--- src/uptd_defines.vh ---
// Register offsets, field positions, reset values and codes for the termination decode block.
`ifndef UPTD_DEFINES_VH
`define UPTD_DEFINES_VH

`define UPTD_ADDR_FUNC_CTRL   8'h04
`define UPTD_ADDR_OTG_CTRL    8'h0a
`define UPTD_ADDR_TX_BOOST    8'h31
`define UPTD_ADDR_STATUS      8'h40

`define UPTD_FC_XCVR_LSB      0
`define UPTD_FC_XCVR_MSB      1
`define UPTD_FC_TERM_BIT      2
`define UPTD_FC_LINE_OPERATION_SELECT_LSB    3
`define UPTD_FC_LINE_OPERATION_SELECT_MSB    4
`define UPTD_OTG_DP_PD_BIT    1
`define UPTD_OTG_DM_PD_BIT    2
`define UPTD_BOOST_MSB        2

`define UPTD_FC_RESET         8'h01
`define UPTD_OTG_RESET        8'h06
`define UPTD_BOOST_RESET      8'h00

`define UPTD_XCVR_HS          2'h0
`define UPTD_XCVR_FS          2'h1
`define UPTD_XCVR_LS          2'h2
`define UPTD_XCVR_FS4LS       2'h3
`define UPTD_OP_NORMAL        2'h0
`define UPTD_OP_NONDRIVE      2'h1
`define UPTD_OP_NOSTUFF       2'h2

`define UPTD_STUFF_RUN        3'h6

`endif

--- src/uptd_core.v ---
// Termination decode, receive path and transmit path of the hi-speed transceiver logic.
//
// The plain strobed port and the address map were decided locally.
`include "uptd_defines.vh"

module uptd_core
(
	input  wire       clk,
	input  wire       sys_rst,
	input  wire [7:0] reg_addr,
	input  wire [7:0] reg_wdata,
	input  wire       reg_wr,
	input  wire       reg_rd,
	output reg  [7:0] reg_rdata,
	input  wire       hs_rx_bit,
	input  wire       fs_rx_bit,
	input  wire       hs_squelch,
	input  wire       se_dplus,
	input  wire       se_dminus,
	output reg        rx_bit,
	output reg        rx_bit_valid,
	output reg  [1:0] line_state,
	input  wire [7:0] tx_data,
	input  wire       tx_valid,
	output reg        tx_ready,
	output reg        tx_line,
	output reg        hs_tx_drive,
	output reg        fs_tx_drive,
	output reg  [2:0] hs_tx_amplitude,
	output reg        dplus_pullup_on,
	output reg        dminus_pullup_on,
	output reg        dplus_pulldown_on,
	output reg        dminus_pulldown_on,
	output reg        fast_termination_on
);

	localparam TX_IDLE  = 3'b001;
	localparam TX_SHIFT = 3'b010;
	localparam TX_STUFF = 3'b100;

	reg  [7:0] func_ctrl_reg;
	reg  [7:0] otg_ctrl_reg;
	reg  [7:0] boost_reg;
	reg  [2:0] tx_state_reg;
	reg  [2:0] tx_state_next;
	reg  [7:0] tx_shift_reg;
	reg  [7:0] tx_shift_next;
	reg  [2:0] tx_count_reg;
	reg  [2:0] tx_count_next;
	reg  [2:0] tx_ones_reg;
	reg  [2:0] tx_ones_next;
	reg        tx_last_reg;
	reg        tx_last_next;
	reg        tx_line_next;
	reg        tx_take;
	reg  [4:0] term_next;
	reg  [7:0] rd_mux;

	wire [1:0] transceiver_speed_select;
	wire       termination_select;
	wire [1:0] line_operation_select;
	wire       dplus_pulldown_request;
	wire       dminus_pulldown_request;
	wire       hs_mode;
	wire       op_legal;

	assign transceiver_speed_select = func_ctrl_reg[`UPTD_FC_XCVR_MSB:`UPTD_FC_XCVR_LSB];
	assign termination_select       = func_ctrl_reg[`UPTD_FC_TERM_BIT];
	assign line_operation_select    = func_ctrl_reg[`UPTD_FC_LINE_OPERATION_SELECT_MSB:`UPTD_FC_LINE_OPERATION_SELECT_LSB];
	assign dplus_pulldown_request   = otg_ctrl_reg[`UPTD_OTG_DP_PD_BIT];
	assign dminus_pulldown_request  = otg_ctrl_reg[`UPTD_OTG_DM_PD_BIT];
	assign hs_mode                  = (transceiver_speed_select == `UPTD_XCVR_HS);
	// Line operation 11 belongs to no row, so it must never reach a termination.
	assign op_legal                 = (line_operation_select == `UPTD_OP_NORMAL) ||
		(line_operation_select == `UPTD_OP_NOSTUFF);

	// Register file; control-register reserved bits are kept so software reads back what it wrote, but the boost register keeps only bits 2:0.
	always @(posedge clk)
	begin
		if (sys_rst)
		begin
			func_ctrl_reg <= `UPTD_FC_RESET;
			otg_ctrl_reg  <= `UPTD_OTG_RESET;
			boost_reg     <= `UPTD_BOOST_RESET;
		end
		else if (reg_wr)
		begin
			// Writes to unmapped offsets fall through every compare and change nothing.
			if (reg_addr == `UPTD_ADDR_FUNC_CTRL)
				func_ctrl_reg <= reg_wdata;
			if (reg_addr == `UPTD_ADDR_OTG_CTRL)
				otg_ctrl_reg <= reg_wdata;
			if (reg_addr == `UPTD_ADDR_TX_BOOST)
				boost_reg <= {5'h00, reg_wdata[`UPTD_BOOST_MSB:0]};
		end
	end

	// Status gathers the line state and the live enables for software.
	always @*
	begin
		case (reg_addr)
			`UPTD_ADDR_FUNC_CTRL: rd_mux = func_ctrl_reg;
			`UPTD_ADDR_OTG_CTRL:  rd_mux = otg_ctrl_reg;
			`UPTD_ADDR_TX_BOOST:  rd_mux = boost_reg;
			`UPTD_ADDR_STATUS:    rd_mux = {1'b0, line_state, dplus_pullup_on, dminus_pullup_on,
				dplus_pulldown_on, dminus_pulldown_on, fast_termination_on};
			default:              rd_mux = 8'h00;
		endcase
	end

	// Read data stands for one cycle and is zero otherwise, so no stale value lingers.
	always @(posedge clk)
	begin
		if (sys_rst)
			reg_rdata <= 8'h00;
		else if (reg_rd)
			reg_rdata <= rd_mux;
		else
			reg_rdata <= 8'h00;
	end

	// Decode order {dp pull-up, dm pull-up, dp pull-down, dm pull-down, hs termination}.
	// Suspend and normal rows share codes, so one term covers both.
	// Accepted rows, written as transceiver select, termination select, line operation:
	// Both requests, 01 0 00: both pull-downs, the power-up default.
	// Both requests, 00 0 00 or 10: both pull-downs and the hi-speed termination.
	// Both requests, 01 or 10 with 1 and 00 or 10, or 11 1 00: both pull-downs.
	// No request, 00 1 10, or 01 1 00 or 10: the DP pull-up.
	// No request, 00 0 00 or 10: the hi-speed termination.
	// No request, 10 1 00 or 10: the DM pull-up.
	// DM request alone: the DP pull-up or termination rows plus the DM pull-down.
	// Everything else, line operation 11 and a DP request alone included, is all off,
	// so that an unlisted write can never leave a stray resistor switched in.
	always @*
	begin
		term_next = 5'h00;
		if (line_operation_select == `UPTD_OP_NONDRIVE)
			term_next = 5'h00;
		else if (!op_legal)
			term_next = 5'h00;
		else if (dplus_pulldown_request && dminus_pulldown_request)
		begin
			if (!termination_select && transceiver_speed_select == `UPTD_XCVR_FS &&
				line_operation_select == `UPTD_OP_NORMAL)
				term_next = 5'h06;
			else if (!termination_select && hs_mode)
				term_next = 5'h07;
			else if (termination_select && (transceiver_speed_select == `UPTD_XCVR_FS ||
				transceiver_speed_select == `UPTD_XCVR_LS))
				term_next = 5'h06;
			else if (termination_select && transceiver_speed_select == `UPTD_XCVR_FS4LS &&
				line_operation_select == `UPTD_OP_NORMAL)
				term_next = 5'h06;
			else
				term_next = 5'h00;
		end
		else if (!dplus_pulldown_request)
		begin
			if (termination_select && hs_mode &&
				line_operation_select == `UPTD_OP_NOSTUFF)
				term_next = 5'h10;
			else if (termination_select && transceiver_speed_select == `UPTD_XCVR_FS)
				term_next = 5'h10;
			else if (!termination_select && hs_mode)
				term_next = 5'h01;
			else if (termination_select && !dminus_pulldown_request &&
				transceiver_speed_select == `UPTD_XCVR_LS)
				term_next = 5'h08;
			else
				term_next = 5'h00;
			if (dminus_pulldown_request && term_next != 5'h00)
				term_next = term_next | 5'h02;
		end
		else
			term_next = 5'h00;
	end

	// One flop stage after the decode, so enables move one clock after the write.
	always @(posedge clk)
	begin
		if (sys_rst)
		begin
			dplus_pullup_on     <= 1'b0;
			dminus_pullup_on    <= 1'b0;
			dplus_pulldown_on   <= 1'b0;
			dminus_pulldown_on  <= 1'b0;
			fast_termination_on <= 1'b0;
		end
		else
		begin
			dplus_pullup_on     <= term_next[4];
			dminus_pullup_on    <= term_next[3];
			dplus_pulldown_on   <= term_next[2];
			dminus_pulldown_on  <= term_next[1];
			fast_termination_on <= term_next[0];
		end
	end

	// Receive path.
	always @(posedge clk)
	begin
		if (sys_rst)
		begin
			rx_bit       <= 1'b0;
			rx_bit_valid <= 1'b0;
			line_state   <= 2'h0;
		end
		else
		begin
			// A squelched hi-speed sample reads as zero, so noise never passes as data.
			// The full/low-speed receiver has no squelch, so every sample is valid.
			if (hs_mode)
			begin
				rx_bit       <= hs_squelch ? 1'b0 : hs_rx_bit;
				rx_bit_valid <= !hs_squelch;
			end
			else
			begin
				rx_bit       <= fs_rx_bit;
				rx_bit_valid <= 1'b1;
			end
			line_state <= {se_dminus, se_dplus};
		end
	end

	// Transmit path: byte in, LSB first, a zero stuffed after six ones, NRZI.
	// Stuffing is skipped in the no-stuff line operation used for chirp and test patterns.
	always @*
	begin
		tx_state_next = tx_state_reg;
		tx_shift_next = tx_shift_reg;
		tx_count_next = tx_count_reg;
		tx_ones_next  = tx_ones_reg;
		tx_last_next  = tx_last_reg;
		tx_line_next  = tx_line;
		tx_take       = 1'b0;
		case (tx_state_reg)
			TX_IDLE:
			begin
				tx_line_next = 1'b1;
				tx_ones_next = 3'h0;
				if (tx_valid && line_operation_select != `UPTD_OP_NONDRIVE)
				begin
					tx_take       = 1'b1;
					tx_shift_next = tx_data;
					tx_count_next = 3'h0;
					tx_state_next = TX_SHIFT;
				end
			end
			TX_SHIFT:
			begin
				tx_line_next  = tx_shift_reg[0] ? tx_line : !tx_line;
				tx_ones_next  = tx_shift_reg[0] ? tx_ones_reg + 3'h1 : 3'h0;
				tx_shift_next = {1'b0, tx_shift_reg[7:1]};
				tx_count_next = tx_count_reg + 3'h1;
				tx_last_next  = (tx_count_reg == 3'h7);
				if (tx_shift_reg[0] && tx_ones_reg == `UPTD_STUFF_RUN - 3'h1 &&
					line_operation_select != `UPTD_OP_NOSTUFF)
					tx_state_next = TX_STUFF;
				else if (tx_count_reg == 3'h7)
				begin
					if (tx_valid)
					begin
						tx_take       = 1'b1;
						tx_shift_next = tx_data;
						tx_count_next = 3'h0;
					end
					else
						tx_state_next = TX_IDLE;
				end
			end
			TX_STUFF:
			begin
				tx_line_next  = !tx_line;
				tx_ones_next  = 3'h0;
				tx_state_next = TX_SHIFT;
				// A stuff bit after the last data bit still closes the byte.
				if (tx_last_reg)
				begin
					if (tx_valid)
					begin
						tx_take       = 1'b1;
						tx_shift_next = tx_data;
						tx_count_next = 3'h0;
					end
					else
						tx_state_next = TX_IDLE;
				end
			end
			default:
				tx_state_next = TX_IDLE;
		endcase
	end

	always @(posedge clk)
	begin
		if (sys_rst)
		begin
			tx_state_reg    <= TX_IDLE;
			tx_shift_reg    <= 8'h00;
			tx_count_reg    <= 3'h0;
			tx_ones_reg     <= 3'h0;
			tx_last_reg     <= 1'b0;
			tx_line         <= 1'b1;
			tx_ready        <= 1'b0;
			hs_tx_drive     <= 1'b0;
			fs_tx_drive     <= 1'b0;
			hs_tx_amplitude <= 3'h0;
		end
		else
		begin
			tx_state_reg    <= tx_state_next;
			tx_shift_reg    <= tx_shift_next;
			tx_count_reg    <= tx_count_next;
			tx_ones_reg     <= tx_ones_next;
			tx_last_reg     <= tx_last_next;
			tx_line         <= tx_line_next;
			tx_ready        <= tx_take;
			// The drive enables follow the next state, so they rise with the move into TX_SHIFT, one clock before the first bit.
			hs_tx_drive     <= (tx_state_next != TX_IDLE) && hs_mode;
			fs_tx_drive     <= (tx_state_next != TX_IDLE) && !hs_mode;
			hs_tx_amplitude <= boost_reg[`UPTD_BOOST_MSB:0];
		end
	end

endmodule // uptd_core

--- config.mk ---
export PLATFORM = sky130hd
export DESIGN_NAME = uptd_core
export DESIGN_NICKNAME = d
export VERILOG_FILES = /design/src/uptd_core.v
export VERILOG_INCLUDE_DIRS = /design/src
export SDC_FILE = /design/constraint.sdc
export NUM_CORES = 1
export LEC_CHECK = 0
export BUFFER_PORTS_ARGS = -buffer_cell sky130_fd_sc_hd__clkbuf_2
export CORE_MARGIN = 5
export CORE_UTILIZATION = 54
export CTS_CLUSTER_DIAMETER = 150
export DETAILED_ROUTE_END_ITERATION = 10
export PLACE_DENSITY = 0.83
export SETUP_SLACK_MARGIN = 0.15
export SLEW_MARGIN = 40
export SYNTH_ARGS = -nofsm -noshare
export SYNTH_HDL_FRONTEND = slang
export SYNTH_SLANG_ARGS = --single-unit
--- constraint.sdc ---
create_clock -name clk -period 1.8 [get_ports clk]
set_input_delay 0.09 -clock clk [delete_from_list [all_inputs] [get_ports clk]]
set_output_delay 0.09 -clock clk [all_outputs]
set_load 0.1 [all_outputs]
# Word-level counts from Yosys, hierarchy flattened
# Index checks and enable logic that the tools add are counted.
# totals
ff_bits	61
latch_bits	0
ramBits	0
rom_bits	0
inputBits	34
out_inout_bits	24
elab_cells	135
mem_count	0
# op_classes
addsub	2
mul	0
div_mod_pow	0
order_cmp	0
n_eq_ne	21
shifts	0
n_mux	50
bitwise_logic	2
reduce_logical	38
# ops
op	n
8-bit two-way mux	6
3-bit two-way mux	15
5-bit two-way mux	8
8-bit one-hot mux with 4 select lines	1
8-bit one-hot mux with 3 select lines	1
1-bit logical AND	18
3-bit one-hot mux with 3 select lines	2
2-bit != test (second input constant)	5
3-bit == test (second input constant)	3
1-bit two-way mux	9
8-bit by 3-bit == test with 1-bit output (second input constant)	1
8-bit by 4-bit == test with 1-bit output (second input constant)	1
8-bit by 6-bit == test with 1-bit output (second input constant)	1
8-bit by 7-bit == test with 1-bit output (second input constant)	1
4-bit two-way mux	2
2-bit AND reduction	4
3-bit by 1-bit adder with 3-bit output (second input constant)	2
2-bit == test (second input constant)	3
2-bit two-way mux	3
1-bit one-hot mux with 3 select lines	2
3-bit one-hot mux with 2 select lines	1
1-bit zero test	5
5-bit nonzero test	1
2-bit by 1-bit == test with 1-bit output (second input constant)	2
12 further kinds	16

# Logic depth before layout (Yosys ltp)
# Gate-level depths: netlist of the first run.
# depth
depth_word	16
depth_mapped	8
ltp_nobuf	7

# Worst setup path before layout of the first run
# Ideal clock, no wire load.
# synth_timing
path_type	register to register
from	register tx_state_reg[1]
to	register tx_shift_reg[5]
setup_ns	0.122
arrival_ns	1.496
required_time_ns	1.678
slack_ns	0.182
stages_incl_launch_ff	8
n_path_buf	3
period_less_slack_ns	1.618
cell_sequence	dfxtp_1 > buf_4 > or3b_1 > buf_6 > a31oi_2 > buf_6 > mux2i_1 > a21oi_2
# synth_via
elab_chain_len	3
elab_cells_between_ends	9
classes_between	6 x eq/ne; 1 x mux; 2 x reduce/logical
# synth_rtl
element	line_no	source
from (decl)	uptd_core.v:44	reg [2:0] tx_state_reg;
from (signal assigned)	uptd_core.v:312	tx_state_reg <= tx_state_next;
3-bit by 1-bit == test with 1-bit output (tied with other cells)	uptd_core.v:237	case (tx_state_reg)
2-bit != test (no line) / 3-bit nonzero test (equally long branches)	n/a	
4-bit AND reduction (no line)	n/a	
to (signal assigned)	uptd_core.v:313	tx_shift_reg <= tx_shift_next;
to (decl)	uptd_core.v:46	reg [7:0] tx_shift_reg;
# Several ways; a longest one is shown, not always the timed one.
# A chain may end at the register's enable or synchronous reset.

# Worst setup path after layout of the first run
# layout_timing
from	register tx_state_reg[2]
to	register tx_shift_reg[1]
# Same word-level chain as after synthesis.

==> run summary, run 1 <==
status: finished, final reports clean
clock latency on the worst-skew pair: 0.35 ns
core footprint: 0.005010 mm2
drt first pass iters: 4
ys flop type: dfxtp_1
pin count of the biggest net entering global routing: 21
final setup fails: 0
antenna viol nets, final: 0
Tmin final: 1.661 ns
#FFs+latches synth: 61
CTS max path bufs: 2
Reg clk slew, reported paths: 0.07 ns
num ports: 58
commonest non-fill, non-tap cells in the layout: dfxtp_1, clkbuf_2, nand2_1
async set-or-reset flop fraction in the synthesized netlist: 0
CP endpoint kind: flip-flop
hold path cells: 3
post-route clock skew: 0.006865 ns
nets@finish: 428
layout cells sized above 1: 0.3171
final cycle utilization of the critical path: 0.9228
Critical path buffers and inverters: 1
Critical Path Source Type: flip-flop
synth top area cells: dfxtp_1, mux2i_1, nand2_1
Hold Path Origin: reg_wdata[2]
Remaining DRCs: 0
highest-delay cell along the critical path: or3b_4
EDFF count, synth: 0
Worst EP arrival: 1.89 ns
Buffers on Ports: 57
Layout area overhead: 31.21%
finished layout cell area: 0.003603 mm2
Mapped Area: 0.002746 mm2
Final Util: 0.7193
GR Overflow Total: 0
CTS tree: built
fmax: 602.0 MHz
worst hold path type: primary input to flip-flop
Initial Util: 0.5482
post-DP HPWL: 4.708 mm
number of max-cap violations: 0
Total Neg Setup Slack: 0 ns
Total Routing Usage GR: 0.2125
vias per cell: 5.503
post-synth top area cell: dfxtp_1
launch point of the worst reg-to-reg path: tx_state_reg[2]$_SDFF_PP0_
crit path max fanout: 8
hold path endpoint: boost_reg[2]$_SDFFE_PP0P_
CP top delay family: simple AND/OR/NAND/NOR gates
number of diodes: 0
DIE WIDTH: 81.32 um
total power density per cell area: 826.1 mW/mm2
# fillers: 397
total number of vias: 2537
worst path required time: 2.03 ns
CTS sink count: 61
vias in the first global route: 2389
leakage: 1.474 nW
WL per Instance: 15.14 um
area post-placement: 0.003164 mm2
gpl congestion: 0.8908
first-pass GRT wire length: 10.65 mm
Final Hold Fails: 0
DIE AREA: 0.006612 mm2
Root Buffer: clkbuf_8
worst-margin pin slew: 0.6041 ns
slowest cell delay on critical path: 0.44 ns
max-slew violation count: 0
Distinct cells, synth: 50
relative slew slack: 0.5962
initial antenna violation count: 0
RSZ-0062 raised after global routing: true
Avg Inst Size Synth: 9.124 um2
R2R cell count: 5
Worst VDD drop: 508.9 uV
Routed WL: 6.978 mm
most common cell after layout, fill and taps aside: dfxtp_1
crit-path cells: or3b_4, a31oi_4, buf_12, mux2i_2, a21oi_2
post-synth top area share: 0.4446
row count: 26
Die Ht: 81.32 um
Seq/Total Area, Yosys: 0.4446
reg-to-reg slack, setup: 0.14 ns
cells after synthesis: 301
R2R Path End: tx_shift_reg[1]$_SDFFE_PP0P_
CP Class: flip-flop to flip-flop
htree depth: 3
CTS Buf Count: 9
Warnings, synthesis: 0
syn_nets: 343
initial DRC count: 173
==> routing by layer <==
metal,share of wire,global-route usage
met1,0.42,0.2460
met2,0.49,0.3567
met3,0.065,0.05543
met4,0.026,0.1132
met5,0,0
==> report_power, final <==
part           leakage, nW  switching, W  internal [W]
Clock               0.0987      0.000542      0.000630
Combinational        0.878      0.000241      0.000152
Sequential           0.498     0.0000266       0.00138
Total                 1.47      0.000810       0.00217
==> cells by family after synthesis <==
logic type,share of synthesized area
DFF,0.4446
xor gates and xnor gates,0.003190
adders and majority gates,0.03645
and+or+nand+nor,0.2387
muxes,0.05831
buffers and inverters,0.04009
AOI/OAI and AO/OA,0.1786
==> synthesized netlist by cell type, types with 3 or more instances <==
master    instances
nor2b_1           7
o21ai_0           8
a22oi_1           8
nand2_1          36
nand2b_1          7
ha_1              8
nand3b_1          3
a22o_1            4
nor3_1            4
nor2_1           29
buf_6             4
mux2i_1          16
dfxtp_1          61
clkbuf_1          4
and2_1            4
nor3b_1           3
a21oi_1          23
o21ai_1           3
nand3_1          13
a21oi_2           9
inv_1             8
==> through the flow <==
stage	worst slack, ns	hold WS, ns	std cells	power [W]
global placement	0.1569	0.2916	431	0.001768
finish	0.1390	0.02022	461	0.002977
global route	0.08308	0.01124	461	0.003088
detailed placement	0.1211	0.2927	431	0.001776
floorplan	0.1818	0.1859	301	0.001666
CTS	0.1602	0.003570	459	0.002980
==> worst max-delay path by stage <==
stage	to	cells past startpoint	start
detailed placement	tx_shift_reg[2]$_SDFFE_PP0P_	4	tx_state_reg[2]$_SDFF_PP0_
CTS	tx_shift_reg[2]$_SDFFE_PP0P_	7	tx_ones_reg[0]$_SDFFE_PP0N_
global route	tx_shift_reg[1]$_SDFFE_PP0P_	7	tx_ones_reg[0]$_SDFFE_PP0N_
finish	tx_shift_reg[1]$_SDFFE_PP0P_	5	tx_state_reg[2]$_SDFF_PP0_
global placement	tx_shift_reg[7]$_SDFFE_PP0P_	4	tx_state_reg[2]$_SDFF_PP0_
floorplan	tx_shift_reg[5]$_SDFFE_PP0P_	7	tx_state_reg[1]$_SDFF_PP0_
==> what timing repair did <==
action,CTS,global route
endpoints found under the setup margin,9,9
setup buffers,1,1
gates resized for setup,2,20
hold buffers,11,0
hold endpoints to repair,12,0
gates cloned,0,1
pin swaps,2,5
==> worst min-delay path, stage by stage <==
cell and delay [ns]:
clkbuf_2 0.11, nand3_1 0.07, a21oi_1 0.05
==> layout make-up <==
class,instances,area [um2],area share
clock buffers,9,123.9,0.03438
multi-input cells,220,1495,0.4149
well taps,70,87.58,0.02431
flip-flops and latches,61,1227,0.3406
clock inverters,7,66.31,0.01840
inverters,8,30.03,0.008333
repair buffers,86,573.1,0.1590
Power figures use the tool's default switching activity.
==> run 2: changes to the inputs <==
--- a/config.mk
+++ b/config.mk
@@ -7,7 +7,7 @@
 export NUM_CORES = 1
 export LEC_CHECK = 0
 export BUFFER_PORTS_ARGS = -buffer_cell sky130_fd_sc_hd__clkbuf_2
-export CORE_MARGIN = 5
+export CORE_MARGIN = 10
 export CORE_UTILIZATION = 54
 export CTS_CLUSTER_DIAMETER = 150
 export DETAILED_ROUTE_END_ITERATION = 10
==> run 2 against run 1 <==
Net effect:
- via count is 0.47% lower
- power is 0.92% higher
- clock power up 3%
- combinational power decreased by 3%
==> run summary, run 2 (synthesis gave the netlist of run 1 again) <==
DIE AREA: 0.008338 mm2 (was 0.006612 mm2)
num ports: 58 (unchanged)
max-slew violation count: 0 (unchanged)
launch point of the worst reg-to-reg path: tx_state_reg[2]$_SDFF_PP0_ (unchanged)
Root Buffer: clkbuf_8 (unchanged)
# fillers: 376 (was 397)
RSZ-0062 raised after global routing: true (unchanged)
R2R Path End: tx_ready$_SDFF_PP0_ (was tx_shift_reg[1]$_SDFFE_PP0P_)
CP Class: flip-flop to flip-flop (unchanged)
hold path cells: 3 (unchanged)
leakage: 1.466 nW (was 1.474 nW)
status: finished, final reports clean (unchanged)
total number of vias: 2525 (was 2537)
initial DRC count: 217 (was 173)
relative slew slack: 0.6271 (was 0.5962)
Final Hold Fails: 0 (unchanged)
reg-to-reg slack, setup: 0.06 ns (was 0.14 ns)
highest-delay cell along the critical path: or3b_4 (unchanged)
CTS Buf Count: 9 (unchanged)
crit path max fanout: 8 (unchanged)
initial antenna violation count: 0 (unchanged)
final setup fails: 0 (unchanged)
Switch Pwr: 0.0008349 W (was 0.0008100 W)
hold_ws: 0.01824 ns (was 0.02022 ns)
Worst EP arrival: 1.96 ns (was 1.89 ns)
Multi-input gate area: 0.001474 mm2 (was 0.001495 mm2)
htree depth: 3 (unchanged)
Layout area overhead: 29.70% (was 31.21%)
core footprint: 0.004817 mm2 (was 0.005010 mm2)
antenna viol nets, final: 0 (unchanged)
Hold Path Origin: reg_wdata[1] (was reg_wdata[2])
first-pass GRT wire length: 12.01 mm (was 10.65 mm)
total power density per cell area: 843.4 mW/mm2 (was 826.1 mW/mm2)
Worst Setup Slack, final: 0.06000 ns (was 0.1390 ns)
worst hold path type: primary input to flip-flop (unchanged)
Reg power frac: 0.469 (was 0.474)
drt first pass iters: 4 (unchanged)
uppermost layer routed: met4 (unchanged)
wl on met1: 3.077 mm (was 2.911 mm)
CP endpoint kind: flip-flop (unchanged)
Total Power: 0.003004 W (was 0.002977 W)
crit-path cells: or3b_4, buf_12, a21oi_2, nand3_1, a311oi_1 (was or3b_4, a31oi_4, buf_12, mux2i_2, a21oi_2)
CTS tree: built (unchanged)
vias per cell: 5.537 (was 5.503)
CTS sink count: 61 (unchanged)
GR Overflow Total: 0 (unchanged)
pre-CTS setup slack: 0.04528 ns (was 0.1211 ns)
number of max-cap violations: 0 (unchanged)
number of diodes: 0 (unchanged)
Tmin final: 1.740 ns (was 1.661 ns)
vias in the first global route: 2560 (was 2389)
Remaining DRCs: 0 (unchanged)
met3 wire length: 428 um (was 451 um)
DIE WIDTH: 91.32 um (was 81.32 um)
fmax: 574.7 MHz (was 602.0 MHz)
CTS max path bufs: 2 (unchanged)
slowest cell delay on critical path: 0.44 ns (about the same)
Clk network pwr share: 0.404 (was 0.394)
layout cells sized above 1: 0.3059 (was 0.3171)
commonest non-fill, non-tap cells in the layout: dfxtp_1, clkbuf_2, nand2_1 (unchanged)
Total Routing Usage GR: 0.1750 (was 0.2125)
final cycle utilization of the critical path: 0.9667 (was 0.9228)
register area: 0.001229 mm2 (was 0.001227 mm2)
Routed WL: 7.395 mm (was 6.978 mm)
DR WL met2: 3.707 mm (was 3.431 mm)
R2R cell count: 5 (unchanged)
pin count of the biggest net entering global routing: 25 (was 21)
Reg clk slew, reported paths: 0.07 ns (about the same)
clock latency on the worst-skew pair: 0.35 ns (about the same)
proportion of power drawn by combinational gates: 0.126 (was 0.132)
Total Neg Setup Slack: 0 ns (unchanged)
Die Ht: 91.32 um (was 81.32 um)
Final Util: 0.7395 (was 0.7193)
Buffers on Ports: 57 (unchanged)
WL per Instance: 16.22 um (was 15.14 um)
post-DP HPWL: 5.030 mm (was 4.708 mm)
switching share of power: 0.2779 (was 0.2721)
row count: 25 (was 26)
Worst VDD drop: 750.0 uV (was 508.9 uV)
hold path endpoint: boost_reg[1]$_SDFFE_PP0P_ (was boost_reg[2]$_SDFFE_PP0P_)
Critical Path Source Type: flip-flop (unchanged)
worst-margin pin slew: 0.5617 ns (was 0.6041 ns)
P_int: 0.002169 W (was 0.002167 W)
post-route clock skew: 0.01060 ns (was 0.006865 ns)
nets@finish: 426 (was 428)
worst path required time: 2.02 ns (was 2.03 ns)
gpl congestion: 0.8812 (was 0.8908)
Initial Util: 0.5701 (was 0.5482)
[run 2: metal layers]
| metal | global-route usage | vias up |
|---|---|---|
| met1 | 0.1915 | 1189 |
| met2 | 0.3001 | 78 |
| met5 | 0 | - |
| met4 | 0.09008 | 0 |
| met3 | 0.05185 | 16 |
| li1 | - | 1242 |
[run 2: what timing repair did]
item	CTS	global route
endpoints found under the setup margin	10	12
cloned	1	0
setup buffers	0	2
pin swaps	0	2
hold buffers	12	0
gates resized for setup	8	14
hold endpoints to repair	14	0
[run 2: critical path, delay by kind of cell (launching register included)]
kind	cells	cell delay, ns
and+or+nand+nor	2	0.58
AOI/OAI and AO/OA	2	0.53
DFF	1	0.37
buffers and inverters	1	0.15
[run 2: worst max-delay path by stage]
stage	from	end	slack [ns]	cells past startpoint
finish	tx_state_reg[2]$_SDFF_PP0_	tx_ready$_SDFF_PP0_	0.06	5
CTS	tx_ones_reg[1]$_SDFFE_PP0N_	tx_shift_reg[3]$_SDFFE_PP0P_	0.16	8
global route	tx_state_reg[2]$_SDFF_PP0_	tx_ready$_SDFF_PP0_	-0.001	5
global placement	tx_state_reg[2]$_SDFF_PP0_	tx_shift_reg[0]$_SDFFE_PP0P_	0.11	5
detailed placement	tx_state_reg[2]$_SDFF_PP0_	tx_shift_reg[3]$_SDFFE_PP0P_	0.05	5
floorplan	tx_state_reg[1]$_SDFF_PP0_	tx_shift_reg[5]$_SDFFE_PP0P_	0.18	7
[run 2: power groups by stage]
stage / registers, W / clock network (W) / logic (W)
global route: 0.00141 / 0.00131 / 0.000408
global placement: 0.00144 / 0 / 0.000331
CTS: 0.00141 / 0.00124 / 0.000367
detailed placement: 0.00144 / 0 / 0.000338
floorplan: 0.00151 / 0 / 0.000151
finish: 0.00141 / 0.00121 / 0.000380
[run 2: area by class of cell]
type	instances	area share
well taps	67	0.02353
clock buffers	9	0.03477
repair buffers	84	0.1535
clock inverters	7	0.02107
inverters	8	0.008430
multi-input cells	220	0.4138
flip-flops and latches	61	0.3449
[run 2: stage by stage]
step | instance area, um2 | instances
floorplan | 2746 | 301
global placement | 3138 | 425
detailed placement | 3138 | 425
CTS | 3492 | 454
global route | 3562 | 456
finish | 3562 | 456
==> run 3: changes to the inputs <==
--- a/config.mk
+++ b/config.mk
@@ -6,12 +6,13 @@
 export SDC_FILE = /design/constraint.sdc
 export NUM_CORES = 1
 export LEC_CHECK = 0
+export ABC_AREA = 1
 export BUFFER_PORTS_ARGS = -buffer_cell sky130_fd_sc_hd__clkbuf_2
 export CORE_MARGIN = 10
-export CORE_UTILIZATION = 54
+export CORE_UTILIZATION = 29
 export CTS_CLUSTER_DIAMETER = 150
 export DETAILED_ROUTE_END_ITERATION = 10
-export PLACE_DENSITY = 0.83
+export PLACE_DENSITY = 0.52
 export SETUP_SLACK_MARGIN = 0.15
 export SLEW_MARGIN = 40
 export SYNTH_ARGS = -nofsm -noshare
==> run 3 against run 2 <==
Net effect:
- non-clock buffer count down 14
- sequential share of layout area down 0.055 points
- cell area down 0.35%
- wire length down 3.6%
- critical path depth up 5
- count of clock-buffer cells in the layout up 1
- first-iteration DRC count down 73%
- maximum frequency up 17%
- worst setup slack better by 0.26 ns
- global-route usage down 6.9 points
- critical endpoint is now tx_shift_reg[3]$_SDFFE_PP0P_
- largest power group unchanged
==> run summary, run 3 <==
first-pass GRT wire length: 12.41 mm (was 12.01 mm)
setup repair bufs after CTS: 0 (unchanged)
launch point of the worst reg-to-reg path: tx_count_reg[0]$_SDFFE_PP0P_ (was tx_state_reg[2]$_SDFF_PP0_)
WL per Instance: 11.80 um (was 16.22 um)
most common cell after layout, fill and taps aside: nand2_1
GR Overflow Total: 0 (unchanged)
DIE WIDTH: 118.3 um (was 91.32 um)
Clk network pwr share: 0.429 (was 0.404)
relative slew slack: 0.6360 (was 0.6271)
Distinct cells, synth: 31 (was 50)
R2R cell count: 10 (was 5)
total power density per cell area: 877.5 mW/mm2 (was 843.4 mW/mm2)
fmax: 674.2 MHz (was 574.7 MHz)
post-route clock skew: 0.01545 ns (was 0.01060 ns)
DIE AREA: 0.01400 mm2 (was 0.008338 mm2)
Reg clk slew, reported paths: 0.07 ns (about the same)
Worst VDD drop: 537.3 uV (was 750.0 uV)
Buffers on Ports: 57 (unchanged)
Worst EP arrival: 1.73 ns (was 1.96 ns)
Root Buffer: clkbuf_8 (unchanged)
crit path max fanout: 9 (was 8)
commonest non-fill, non-tap cells in the layout: nand2_1, dfxtp_1, inv_1 (was dfxtp_1, clkbuf_2, nand2_1)
final setup fails: 0 (unchanged)
worst hold path type: primary input to flip-flop (unchanged)
EDFF count, synth: 0 (unchanged)
CTS sink count: 61 (unchanged)
layout cells sized above 1: 0.1937 (was 0.3059)
post-DP HPWL: 5.398 mm (was 5.030 mm)
# fillers: 1000 (was 376)
leakage: 1.804 nW (was 1.466 nW)
Avg Inst Size Synth: 7.060 um2 (was 9.124 um2)
register area: 0.001222 mm2 (was 0.001229 mm2)
R2R Path End: tx_shift_reg[3]$_SDFFE_PP0P_ (was tx_ready$_SDFF_PP0_)
CP Class: flip-flop to flip-flop (unchanged)
cells after synthesis: 397 (was 301)
drt first pass iters: 5 (was 4)
htree depth: 3 (unchanged)
Total Neg Setup Slack: 0 ns (unchanged)
Mapped Area: 0.002803 mm2 (was 0.002746 mm2)
Switch Pwr: 0.0008333 W (was 0.0008349 W)
placed insts: 579 (was 425)
Seq/Total Area, Yosys: 0.4357 (was 0.4446)
Total Routing Usage GR: 0.1063 (was 0.1750)
max-slew violation count: 0 (unchanged)
total number of vias: 2545 (was 2525)
worst path required time: 2.05 ns (was 2.02 ns)
synth top area cells: dfxtp_1, nand2_1, inv_1 (was dfxtp_1, mux2i_1, nand2_1)
number of max-cap violations: 0 (unchanged)
CTS max path bufs: 2 (unchanged)
post-synth top area share: 0.4357 (was 0.4446)
Critical Path Source Type: flip-flop (unchanged)
proportion of power drawn by combinational gates: 0.117 (was 0.126)
core footprint: 0.009328 mm2 (was 0.004817 mm2)
hold path cells: 3 (unchanged)
most frequent cell after synthesis: nand2_1 (was dfxtp_1)
Final Util: 0.3806 (was 0.7395)
post-synth top area cell: dfxtp_1 (unchanged)
RSZ-0062 raised after global routing: true (unchanged)
vias per cell: 4.214 (was 5.537)
Reg power frac: 0.454 (was 0.469)
hold_ws: 0.01535 ns (was 0.01824 ns)
row count: 35 (was 25)
CP endpoint kind: flip-flop (unchanged)
Warnings, synthesis: 0 (unchanged)
Final Hold Fails: 0 (unchanged)
final cycle utilization of the critical path: 0.8240 (was 0.9667)
Tmin final: 1.483 ns (was 1.740 ns)
CTS Buf Count: 9 (unchanged)
Final Non-Filler Cells: 604 (was 456)
status: finished, final reports clean (unchanged)
Hold Path Origin: reg_wdata[2] (was reg_wdata[1])
Remaining DRCs: 0 (unchanged)
hold path endpoint: otg_ctrl_reg[2]$_SDFFE_PP1P_ (was boost_reg[1]$_SDFFE_PP0P_)
ys flop type: dfxtp_1 (unchanged)
number of diodes: 0 (unchanged)
gpl congestion: 0.8301 (was 0.8812)
Layout area overhead: 26.65% (was 29.70%)
initial DRC count: 58 (was 217)
reg-to-reg slack, setup: 0.32 ns (was 0.06 ns)
syn_nets: 439 (was 343)
num ports: 58 (unchanged)
#FFs+latches synth: 61 (unchanged)
clock latency on the worst-skew pair: 0.34 ns (was 0.35 ns)
Multi-input gate area: 0.001315 mm2 (was 0.001474 mm2)
Initial Util: 0.3005 (was 0.5701)
pin count of the biggest net entering global routing: 29 (was 25)
CTS tree: built (unchanged)
initial antenna violation count: 0 (unchanged)
top cells by count, synth: nand2_1, dfxtp_1, inv_1 (was dfxtp_1, nand2_1, nor2_1)
worst-margin pin slew: 0.5483 ns (was 0.5617 ns)
Die Ht: 118.3 um (was 91.32 um)
vias in the first global route: 2574 (was 2560)
nets@finish: 512 (was 426)
Total Power: 0.003115 W (was 0.003004 W)
switching share of power: 0.2675 (was 0.2779)
Routed WL: 7.128 mm (was 7.395 mm)
antenna viol nets, final: 0 (unchanged)
async set-or-reset flop fraction in the synthesized netlist: 0 (unchanged)
P_int: 0.002282 W (was 0.002169 W)
## run 3: changes by cell type in the layout (fill, tap and decap cells not counted), moves of 7 or more
cell,before,now
buf_4,12,4
nand2_1,35,98
nand3_1,13,31
a22oi_1,8,0
mux2i_1,13,0
nor2_1,29,55
a21oi_2,9,0
nand2b_1,7,0
inv_1,8,59
nor2b_1,7,0
o21ai_0,5,14
## run 3: power by group through the flow
stage | combinational [W] | sequential [W] | clock (W)
final | 0.000365 | 0.00141 | 0.00134
after global routing | 0.000408 | 0.00142 | 0.00143
after CTS | 0.000368 | 0.00141 | 0.00137
after detailed placement | 0.000352 | 0.00144 | 0
after global placement | 0.000353 | 0.00144 | 0
after floorplan | 0.000156 | 0.00154 | 0
## run 3: metrics by stage
stage	worst slack, ns	instance area (um2)
after detailed placement	0.2535	3236
after CTS	0.2632	3541
after global routing	0.1463	3550
after floorplan	0.3851	2803
final	0.3167	3550
after global placement	0.2358	3236
## run 3: cell families (layout without fill, tap and decap cells)
| group | count (synthesis) | after routing | share of synthesized area |
|---|---|---|---|
| flip-flops | 61 | 61 | 0.4357 |
| AND/OR/NAND/NOR | 205 | 205 | 0.3259 |
| buffers and inverters | 68 | 146 | 0.09777 |
| AO/OA/AOI/OAI | 55 | 55 | 0.1049 |
| adder cells (fa/ha/maj) | 8 | 8 | 0.03572 |
## run 3: cell type report
| type | count | area share |
|---|---|---|
| clock inverter | 6 | 0.02467 |
| inverter | 60 | 0.06486 |
| timing repair buffer | 70 | 0.1142 |
| sequential | 61 | 0.3444 |
| clock buffer | 10 | 0.03595 |
| multi-input combinational | 268 | 0.3705 |
| tap | 129 | 0.04547 |
## run 3: worst max-delay path, cell delays in order (launching register included)
cell	delay (ns)
dfxtp_1	0.32
ha_1	0.20
ha_1	0.20
nand2_1	0.07
inv_1	0.07
nand2_4	0.12
nand2_2	0.13
nand2_1	0.11
nand3_1	0.08
nand2_1	0.08
inv_1	0.03
## run 3: worst max-delay path by stage
stage | start | to | slack [ns] | depth (start not counted)
after global placement | func_ctrl_reg[0]$_SDFFE_PP1P_ | dminus_pulldown_on$_SDFF_PP0_ | 0.24 | 8
final | tx_count_reg[0]$_SDFFE_PP0P_ | tx_shift_reg[3]$_SDFFE_PP0P_ | 0.32 | 10
after CTS | tx_count_reg[0]$_SDFFE_PP0P_ | tx_shift_reg[2]$_SDFFE_PP0P_ | 0.26 | 10
after global routing | tx_count_reg[0]$_SDFFE_PP0P_ | tx_shift_reg[0]$_SDFFE_PP0P_ | 0.15 | 10
after detailed placement | tx_count_reg[0]$_SDFFE_PP0P_ | tx_shift_reg[3]$_SDFFE_PP0P_ | 0.25 | 10
after floorplan | tx_line$_SDFFE_PP1P_ | tx_line$_SDFFE_PP1P_ | 0.39 | 3
## run 3: repair_timing
item	CTS	global route
hold buffers	9	0
endpoints found under the setup margin	0	10
gates resized for setup	0	3
endpoints found under the hold margin	9	0
## run 3: layer usage
metal / vias up / track usage / wire length, um / share of wire
li1: 1393 / - / - / -
met2: 57 / 0.1690 / 3175 / 0.45
met5: - / 0 / 0 / 0
met1: 1085 / 0.1290 / 3414 / 0.48
met3: 10 / 0.04331 / 434 / 0.061
met4: 0 / 0.03014 / 105 / 0.015
